**src/frmc_pkg.sv**
```systemverilog
package frmc_pkg;
  localparam int unsigned addr_w = 8;
  localparam int unsigned data_w = 32;
  // register offsets
  localparam logic [7:0] off_mode = 8'h00;
  localparam logic [7:0] off_wprot = 8'h04;
  localparam logic [7:0] off_status = 8'h08;
  // mode and write protect register fields
  localparam int unsigned bit_loop = 26;
  localparam int unsigned bit_seq = 16;
  localparam int unsigned fws_lo = 8;
  localparam int unsigned fws_w = 4;
  localparam int unsigned bit_rdy_ie = 0;
  localparam int unsigned bit_write_protect_enable = 0;
  localparam logic [3:0] fws_reset = 4'h0;
  localparam logic [31:0] mode_mask = 32'h0401_0f01;
  // register bus request
  typedef struct packed {
    logic [7:0] addr;
    logic [31:0] wdata;
    logic wr;
    logic rd;
  } frmc_req_t;
  // flash access request from fetch path
  typedef struct packed {
    logic valid;
    logic write;
    logic [31:0] addr;
  } frmc_acc_t;
  typedef enum logic [1:0] {
    st_idle = 2'b00,
    st_wait = 2'b01,
    st_done = 2'b10
  } frmc_state_t;
endpackage : frmc_pkg

```
**src/frmc_waitgen.sv**
```systemverilog
`timescale 1ns/1ps
`default_nettype none
// stretches one flash access to wait states plus one cycles
module frmc_waitgen #(
  parameter int unsigned FWS_W = 4
) (
  input wire logic clk_sys_i,
  input wire logic srst_i,
  input wire logic start_i,
  input wire logic [FWS_W-1:0] fws_i,
  output logic busy_o,
  output logic done_o
);
  import frmc_pkg::*;
  frmc_state_t state_q, state_d;
  logic [FWS_W-1:0] cnt_q, cnt_d;
  // count value seen in the closing cycle of a stretched access
  localparam logic [FWS_W-1:0] cnt_last = {{(FWS_W-1){1'b0}}, 1'b1};
  wire last_wait = (state_q == st_wait) && (cnt_q == cnt_last);
  // count down the wait states latched at start; a zero count never
  // leaves idle, its single cycle closes combinationally
  always_comb begin
    state_d = state_q;
    cnt_d = cnt_q;
    case (state_q)
      st_idle: begin
        if (start_i && fws_i != '0) begin
          cnt_d = fws_i;
          state_d = st_wait;
        end
      end
      st_wait: begin
        cnt_d = cnt_q - 1'b1;
        if (cnt_q == cnt_last) begin
          state_d = st_idle;
        end
      end
      default: state_d = st_idle;
    endcase
  end
  always_ff @(posedge clk_sys_i) begin
    if (srst_i) begin
      state_q <= st_idle;
      cnt_q <= '0;
    end else begin
      state_q <= state_d;
      cnt_q <= cnt_d;
    end
  end
  // busy comes from flops only, so ready never loops back through start
  assign busy_o = (state_q == st_wait);
  // done marks cycle start + fws, the last of fws + 1 cycles
  assign done_o = last_wait ||
    (state_q == st_idle && start_i && fws_i == '0);
endmodule : frmc_waitgen
`default_nettype wire

```
**src/frmc_top.sv**
```systemverilog
// The plain strobed port was chosen for this implementation.
`timescale 1ns/1ps
`default_nettype none
// Overview of operation
// RULE1 writes to the mode register are ignored while write protect is set
// RULE2 bit 26 set enables opcode loop optimization of fetches
// RULE3 bit 16 clear enables sequential code optimization, set turns it off
// RULE4 bits 11:8 give wait states; each access takes value plus one cycles
// RULE5 bit 0 enables the interrupt when the flash becomes ready
// RULE6 software must not read flash while changing either optimization bit
// RULE7 interrupt is high only while ready and its enable are both true
module frmc_top #(
  parameter int unsigned FWS_W = frmc_pkg::fws_w
) (
  input wire logic clk_sys_i,
  input wire logic srst_i,
  input wire frmc_pkg::frmc_req_t reg_req_i,
  output logic [31:0] reg_rdata_o,
  input wire frmc_pkg::frmc_acc_t acc_i,
  output logic acc_ready_o,
  output logic acc_done_o,
  input wire logic flash_ready_i,
  output logic loop_opt_en_o,
  output logic seq_opt_en_o,
  output logic [FWS_W-1:0] wait_states_o,
  output logic irq_o
);
  import frmc_pkg::*;
  logic write_protect_enable_q;
  logic loop_optimization_enable_q;
  logic sequential_optim_disable_q;
  logic [FWS_W-1:0] flash_wait_states_q;
  logic ready_interrupt_enable_q;
  logic [31:0] rdata_q;
  logic busy;
  logic done;

  // address decode
  wire sel_mode = (reg_req_i.addr == off_mode);
  wire sel_wprot = (reg_req_i.addr == off_wprot);
  wire sel_status = (reg_req_i.addr == off_status);
  wire wr_mode = reg_req_i.wr && sel_mode && !write_protect_enable_q; // RULE1
  wire wr_wprot = reg_req_i.wr && sel_wprot;

  // places each setting at its own field position; reserved bits read zero
  function automatic logic [data_w-1:0] mode_pack(input logic loop_en,
      input logic seq_dis, input logic [FWS_W-1:0] flash_wait_states,
      input logic rdy_ie);
    logic [data_w-1:0] img;
    img = '0;
    img[bit_loop] = loop_en; // RULE2
    img[bit_seq] = seq_dis; // RULE3
    img[fws_lo +: FWS_W] = flash_wait_states; // RULE4
    img[bit_rdy_ie] = rdy_ie; // RULE5
    return img;
  endfunction : mode_pack

  // read image of the mode register
  wire [31:0] mode_img = mode_pack(loop_optimization_enable_q,
    sequential_optim_disable_q, flash_wait_states_q,
    ready_interrupt_enable_q);
  wire [31:0] status_img = {29'h0, busy, flash_ready_i, irq_o};
  wire [31:0] rd_mux = sel_mode ? mode_img :
    sel_wprot ? {31'h0, write_protect_enable_q} :
    sel_status ? status_img : 32'h0;

  // register writes; protect register itself stays writable
  always_ff @(posedge clk_sys_i) begin
    if (srst_i) begin
      write_protect_enable_q <= 1'b0;
      loop_optimization_enable_q <= 1'b0;
      sequential_optim_disable_q <= 1'b0;
      flash_wait_states_q <= fws_reset;
      ready_interrupt_enable_q <= 1'b0;
    end else begin
      if (wr_wprot) begin
        write_protect_enable_q <= reg_req_i.wdata[bit_write_protect_enable];
      end
      if (wr_mode) begin
        loop_optimization_enable_q <= reg_req_i.wdata[bit_loop]; // RULE2
        sequential_optim_disable_q <= reg_req_i.wdata[bit_seq]; // RULE3
        flash_wait_states_q <= reg_req_i.wdata[fws_lo +: FWS_W]; // RULE4
        ready_interrupt_enable_q <= reg_req_i.wdata[bit_rdy_ie]; // RULE5
      end
    end
  end

  // read data valid only in the cycle after the strobe
  always_ff @(posedge clk_sys_i) begin
    if (srst_i) begin
      rdata_q <= 32'h0;
    end else begin
      rdata_q <= reg_req_i.rd ? rd_mux : 32'h0;
    end
  end
  assign reg_rdata_o = rdata_q;

  // settings steering the fetch path; relies on quiet fetches while changed
  assign loop_opt_en_o = loop_optimization_enable_q; // RULE2 RULE6
  assign seq_opt_en_o = !sequential_optim_disable_q; // RULE3 RULE6
  assign wait_states_o = flash_wait_states_q;

  // access timing; a request is taken only while no access is in flight,
  // so a request held through its done cycle is never taken twice
  wire acc_start = acc_i.valid && acc_ready_o;
  frmc_waitgen #(
    .FWS_W(FWS_W)
  ) u_wait (
    .clk_sys_i(clk_sys_i),
    .srst_i(srst_i),
    .start_i(acc_start),
    .fws_i(flash_wait_states_q), // RULE4
    .busy_o(busy),
    .done_o(done)
  );
  assign acc_ready_o = !busy; // RULE4
  assign acc_done_o = done;

  // cycles an access has run, for the timing checks below; the wait count
  // is latched at start because software may retune it between reads
  logic [FWS_W-1:0] acc_age_q;
  logic [FWS_W-1:0] acc_fws_q;
  always_ff @(posedge clk_sys_i) begin
    if (srst_i || done) begin
      acc_age_q <= '0;
    end else if (acc_start || busy) begin
      acc_age_q <= acc_age_q + 1'b1;
    end
  end
  always_ff @(posedge clk_sys_i) begin
    if (srst_i) begin
      acc_fws_q <= '0;
    end else if (acc_start) begin
      acc_fws_q <= flash_wait_states_q;
    end
  end

  // interrupt is a plain level, no sticky state
  assign irq_o = flash_ready_i && ready_interrupt_enable_q; // RULE5 RULE7
endmodule : frmc_top
`default_nettype wire

```
**config.mk**
```make
export PLATFORM = sky130hd
export DESIGN_NAME = frmc_top
export DESIGN_NICKNAME = d
export VERILOG_FILES = /design/src/frmc_pkg.sv /design/src/frmc_waitgen.sv /design/src/frmc_top.sv
export SDC_FILE = /design/constraint.sdc
export NUM_CORES = 1
export LEC_CHECK = 0
export ABC_AREA = 1
export BUFFER_PORTS_ARGS = -buffer_cell sky130_fd_sc_hd__buf_4
export CAP_MARGIN = 20
export CORE_ASPECT_RATIO = 0.75
export CORE_UTILIZATION = 39
export CTS_BUF_LIST = sky130_fd_sc_hd__clkbuf_2 sky130_fd_sc_hd__clkbuf_4 sky130_fd_sc_hd__clkbuf_8
export DETAILED_ROUTE_END_ITERATION = 8
export HOLD_SLACK_MARGIN = 0.15
export PLACE_DENSITY = 0.87
export SLEW_MARGIN = 20
export SYNTH_ARGS = -nofsm -noshare
export SYNTH_HDL_FRONTEND = slang
export SYNTH_SLANG_ARGS = --single-unit
```
**constraint.sdc**
```tcl
create_clock -name clk_sys_i -period 2.5 [get_ports clk_sys_i]
set_input_delay 0.5 -clock clk_sys_i [delete_from_list [all_inputs] [get_ports clk_sys_i]]
set_output_delay 0.5 -clock clk_sys_i [all_outputs]
set_load 0.05 [all_outputs]
```
==> After elaboration in Yosys (flattened, before gate mapping) <==
Index checks and enable logic that the tools add are counted.
{ "word_totals": {"regBits": 46, "out_inout_bits": 41, "elab_cells": 50} }
{ "op_classes": {"add_sub_neg": 1, "eq_ne": 6, "mux": 8, "bitwise": 2, "n_reduce_logical": 23} }
{ "ops": {"columns": ["op", "n"], "rows": [
  ["two-way mux 27 bit", 1],
  ["logical AND 1 bit", 9],
  ["== test 8 x 3 -> 1 bit (second input constant)", 1],
  ["== test 8 x 4 -> 1 bit (second input constant)", 1],
  ["logical NOT 8 bit", 1],
  ["case mux 4 bit (2 select lines)", 1],
  ["two-way mux 3 bit", 2],
  ["OR reduction 5 bit", 1],
  ["== test 4 x 1 -> 1 bit (second input constant)", 1],
  ["logical NOT 4 bit", 1],
  ["two-way mux 2 bit", 2],
  ["two-way mux 4 bit", 1],
  ["inequality test 2 x 1 -> 1 bit (second input constant)", 2],
  ["case mux 2 bit (2 select lines)", 1],
  ["AND reduction 2 bit", 2],
  ["nonzero test 4 bit", 1],
  ["OR reduction 4 bit", 1],
  ["subtractor 4 x 1 -> 4 bit (second input constant)", 1],
  ["logical NOT 1 bit", 3],
  ["== test 2 x 1 -> 1 bit (second input constant)", 1],
  ["logical NOT 2 bit", 1],
  ["NOT 1 bit", 2],
  ["nonzero test 2 bit", 1],
  ["OR reduction 2 bit", 1],
  ["logical OR 1 bit", 1]
]} }

==> Longest topological paths before layout <==
{ "depth": {"word_depth": 6, "depth_mapped": 8, "mapped_depth_nobuf": 7} }

==> Hierarchy <==
A second synthesis with hierarchy kept.
{ "unflattened": {"hier_cells": 171, "hier_area_um2": 1206.2} }
{ "modules_own_cells": {"columns": ["mod", "n_inst", "cells_per_inst", "area_per_inst_um2"], "rows": [
  ["frmc_top", 1, 122, 887.1],
  ["frmc_waitgen", 1, 49, 319.1]
]} }

==> Worst setup path after synthesis <==
OpenSTA, ideal clock, no wires.
{ "synth_timing": {"path_type": "register to output", "from": "register flash_wait_states_q[3], in the netlist wait_states_o[3]", "to": "output acc_done_o", "arrival_time_ps": 1144, "setup_slack_ps": 856, "stages_incl_launch_ff": 4, "path_buffers": 0, "cell_sequence": "dfxtp_1 nor2_1 nand3_1 nand2_1"} }
{ "synth_between": {"elab_chain_cells": 3} }
{ "synth_rtl": {"columns": ["element", "line", "source"], "rows": [
  ["from (decl)", "frmc_top.sv:32", "logic [FWS_W-1:0] flash_wait_states_q;"],
  ["from (signal assigned)", "frmc_top.sv:73", "flash_wait_states_q <= fws_reset;"],
  ["from (signal assigned)", "frmc_top.sv:82", "flash_wait_states_q <= reg_req_i.wdata[fws_lo +: FWS_W];"],
  ["logical NOT 4 bit", "frmc_waitgen.sv:54", "(state_q == st_idle && start_i && fws_i == '0);"],
  ["logical AND 1 bit", "frmc_waitgen.sv:54", null],
  ["logical OR 1 bit", "frmc_waitgen.sv:53", "assign done_o = last_wait ||"],
  ["to (decl)", "frmc_top.sv:21", "output logic acc_done_o,"]
]} }
Every way passes these cells.

==> Worst setup path after layout <==
{ "layout_timing": {"from": "register u_wait.state_q[0]", "to": "output acc_done_o"} }
{ "layout_between": {"elab_chain_cells": 6, "elab_cells_between_ends": 8, "classes_between": "eq/ne (1); reduce/logical (7)"} }
{ "layout_rtl": {"columns": ["element", "line", "source"], "rows": [
  ["from (decl)", "frmc_waitgen.sv:15", "frmc_state_t state_q, state_d;"],
  ["from (signal assigned)", "frmc_waitgen.sv:43", "state_q <= st_idle;"],
  ["from (signal assigned)", "frmc_waitgen.sv:46", "state_q <= state_d;"],
  ["== test 2 x 1 -> 1 bit", "frmc_waitgen.sv:19, frmc_waitgen.sv:51", null],
  ["logical NOT 1 bit", "frmc_top.sv:116", "assign acc_ready_o = !busy;"],
  ["logical AND 1 bit", "frmc_top.sv:105", "wire acc_start = acc_i.valid && acc_ready_o;"],
  ["logical AND 1 bit (2 in series)", "frmc_waitgen.sv:54", null],
  ["logical OR 1 bit *", "frmc_waitgen.sv:53", null]
]} }
Mark *: on every way between the ends. The rest lies on a longest branch, timed or not.

==> run metrics <==
status finished clean; HP Start srst_i; Placement Rows 16; placed cell area 1420 um2; area of the core about 2800 um2; sw power 0.205 mW; Hold Path End u_wait.cnt_q[1]$_SDFFE_PP0P_; DR iter-0 viols 27; H-tree Lvls 1; port bufs 38; CTS-repair resized insts 0; setup bufs post-CTS 0; final net count 296; TritonCTS clock tree yes; FMAX 0.567 GHz; Inst Count DP 246; crit path DAT 1260 ps; Clock Skew roughly 0.5 ps; antenna violations before repair 0; final period utilization 0.706; vias per cell 4.22; hold crit path type primary input to flip-flop; hold_ws 437 ps; post-layout minimum cycle time 1760 ps; number of synthesized flops with an enable pin 0; vias in the first global route slightly above 900; boundary pin count 120; Max Cap Viol 0; flop2flop setup slack 1290 ps; YS warnings 0; CTS clk-pin slew, worst paths 70 ps; CP bufs+invs 1; final setup vio count 0; Clock Latency Late Sink 250 ps; TritonRoute pass-1 iters 4; first-pass GRT wire length 3910 um; CP Capture Type output port; fin util 0.529; slowest CP cell dfxtp_1; WL per Instance 9.72 um; Power Internal 0.486 mW; Initial Util 0.433; gpl congestion 0.776; Routed Antenna Nets 0; Hold Buf Count CTS 0; CTS Buf Count 3; Synth async-reset ratio 0; clock power share 0.302; Slew Limit Fails 0; Power Dens Cells between 400 and 500 nW/um2; TNS Setup 0 ps; average cell area after synthesis 6.83 um2; worst r2r src wait_states_o[1]$_SDFFE_PP0P_; # DRC 0; P&R area growth vs syn 22.2%; hold depth 2; Worst EP required around 2000 ps; flops & latches, synth 22; static leakage power 0.778 nW; Syn Inst Count 175; share of layout cells above drive strength 1 0.235; HPWL after detailed placement 1930 um; die width ~66 um; Netlist cell types 21; Setup crit start kind flip-flop; switch share 0.296; Cell Area, Synth 1190 um2; largest net degree at the start of global routing 15; Reg power frac 0.509; sequential cell area fraction in the yosys report 0.369; Reg-to-Reg End u_wait.cnt_q[3]$_SDFFE_PP0P_; RSZ-0062 raised after global routing false; n_diodes 0; reg2reg path depth 7; Gate power share 0.188; fin cells 249; Worst Path Max Fanout 8; Design Area, Final 1460 um2; clock buffer depth 2; Overflow after GRT 0; largest delay contributor family on the critical path flip-flops; overall routing resource usage 0.159; DIE HEIGHT 49.9 um; final wirelength 2420 um; critical-path cell list nand4_1 -> nand2_1 -> buf_4; die area 3290 um2; CTS sink count 22; Crit path largest cell delay 530 ps; endpoints failing hold 0; Worst Setup Path Type flip-flop to output port; Peak supply drop 0.373 mV; CTS Root Cell clkbuf_8; ys flop type dfxtp_1; DR vias 1052
stage by stage:
| step | total power [mW] | worst slack, ps |
|---|---|---|
| CTS | 0.696 | 725 |
| detailed placement | 0.489 | 932 |
| finish | 0.690 | 736 |
| floorplan | 0.484 | 856 |
| global route | 0.723 | 623 |
| global placement | 0.488 | 932 |
flip-flops by register name (all words and copies together), names as in the netlist:
signal and count:
loop_opt_en_o 1, ready_interrupt_enable_q 1, reg_rdata_o 9, sequential_optim_disable_q 1
u_wait.cnt_q 4, u_wait.state_q 1, wait_states_o 4, write_protect_enable_q 1
power by group through the flow:
stage,Sequential (mW),Clock (mW),Combinational (mW)
2_1_floorplan,0.360,0,0.124
3_3_place_gp,0.360,0,0.129
3_5_place_dp,0.360,0,0.130
4_1_cts,0.351,0.214,0.130
5_1_grt,0.351,0.234,0.137
6_report,0.352,0.209,0.130
placed cells by master (no fill, tap or decap), types with 3 or more instances in the layout:
cell	netlist	layout
a21oi_1	6	6
clkbuf_8	0	3
nor2_1	34	34
inv_1	22	22
buf_4	23	38
nand3_1	11	11
conb_1	1	23
nor2_2	3	3
dfxtp_1	22	22
nand2_1	36	36
per-layer routing:
layer	routed length [um]	global-route usage
met4	18	0.0435
met1	1110	0.187
met3	164	0.0579
met5	0	0
met2	1130	0.269
Yosys cell counts, types with 2 or more instances:
master | n | share of area
nor2_2 | 3 | 0.016
nand2_1 | 36 | 0.11
nand3_1 | 11 | 0.046
nand4_1 | 2 | 0.010
inv_2 | 2 | 0.0063
nor2_4 | 2 | 0.019
ha_1 | 2 | 0.021
nor2_1 | 34 | 0.11
dfxtp_1 | 22 | 0.37
nand2_2 | 2 | 0.010
a21oi_1 | 6 | 0.025
buf_4 | 23 | 0.14
inv_1 | 22 | 0.069
worst max path at each step:
| stage | slack (ps) | start | cells past startpoint | endpoint |
|---|---|---|---|---|
| after global routing | 620 | u_wait.cnt_q[1]$_SDFFE_PP0P_ | 5 | acc_done_o |
| after CTS | 720 | u_wait.state_q[0]$_SDFFE_PP0P_ | 3 | acc_done_o |
| final | 740 | u_wait.state_q[0]$_SDFFE_PP0P_ | 3 | acc_done_o |
| after global placement | 930 | acc_i[33] | 6 | acc_done_o |
| after detailed placement | 930 | acc_i[33] | 6 | acc_done_o |
| after floorplan | 860 | wait_states_o[3]$_SDFFE_PP0P_ | 3 | acc_done_o |
area by class of cell:
class | count | area [um2]
tap | 36 | 45.0
fill | 284 | 1300
clock buffer | 3 | 41.3
timing repair buffer | 38 | 285
sequential | 22 | 440
multi-input combinational | 126 | 558
inverter | 24 | 90.1
kinds of logic (layout without fill, tap and decap cells):
logic type,after synthesis,count (layout),synth area share
compound gates,9,9,0.0419
fa+ha+maj,2,2,0.0209
buf+inv,49,65,0.234
flops,22,22,0.369
other cells,1,23,0.00314
simple gates,92,92,0.332
Power figures use the tool's default switching activity.
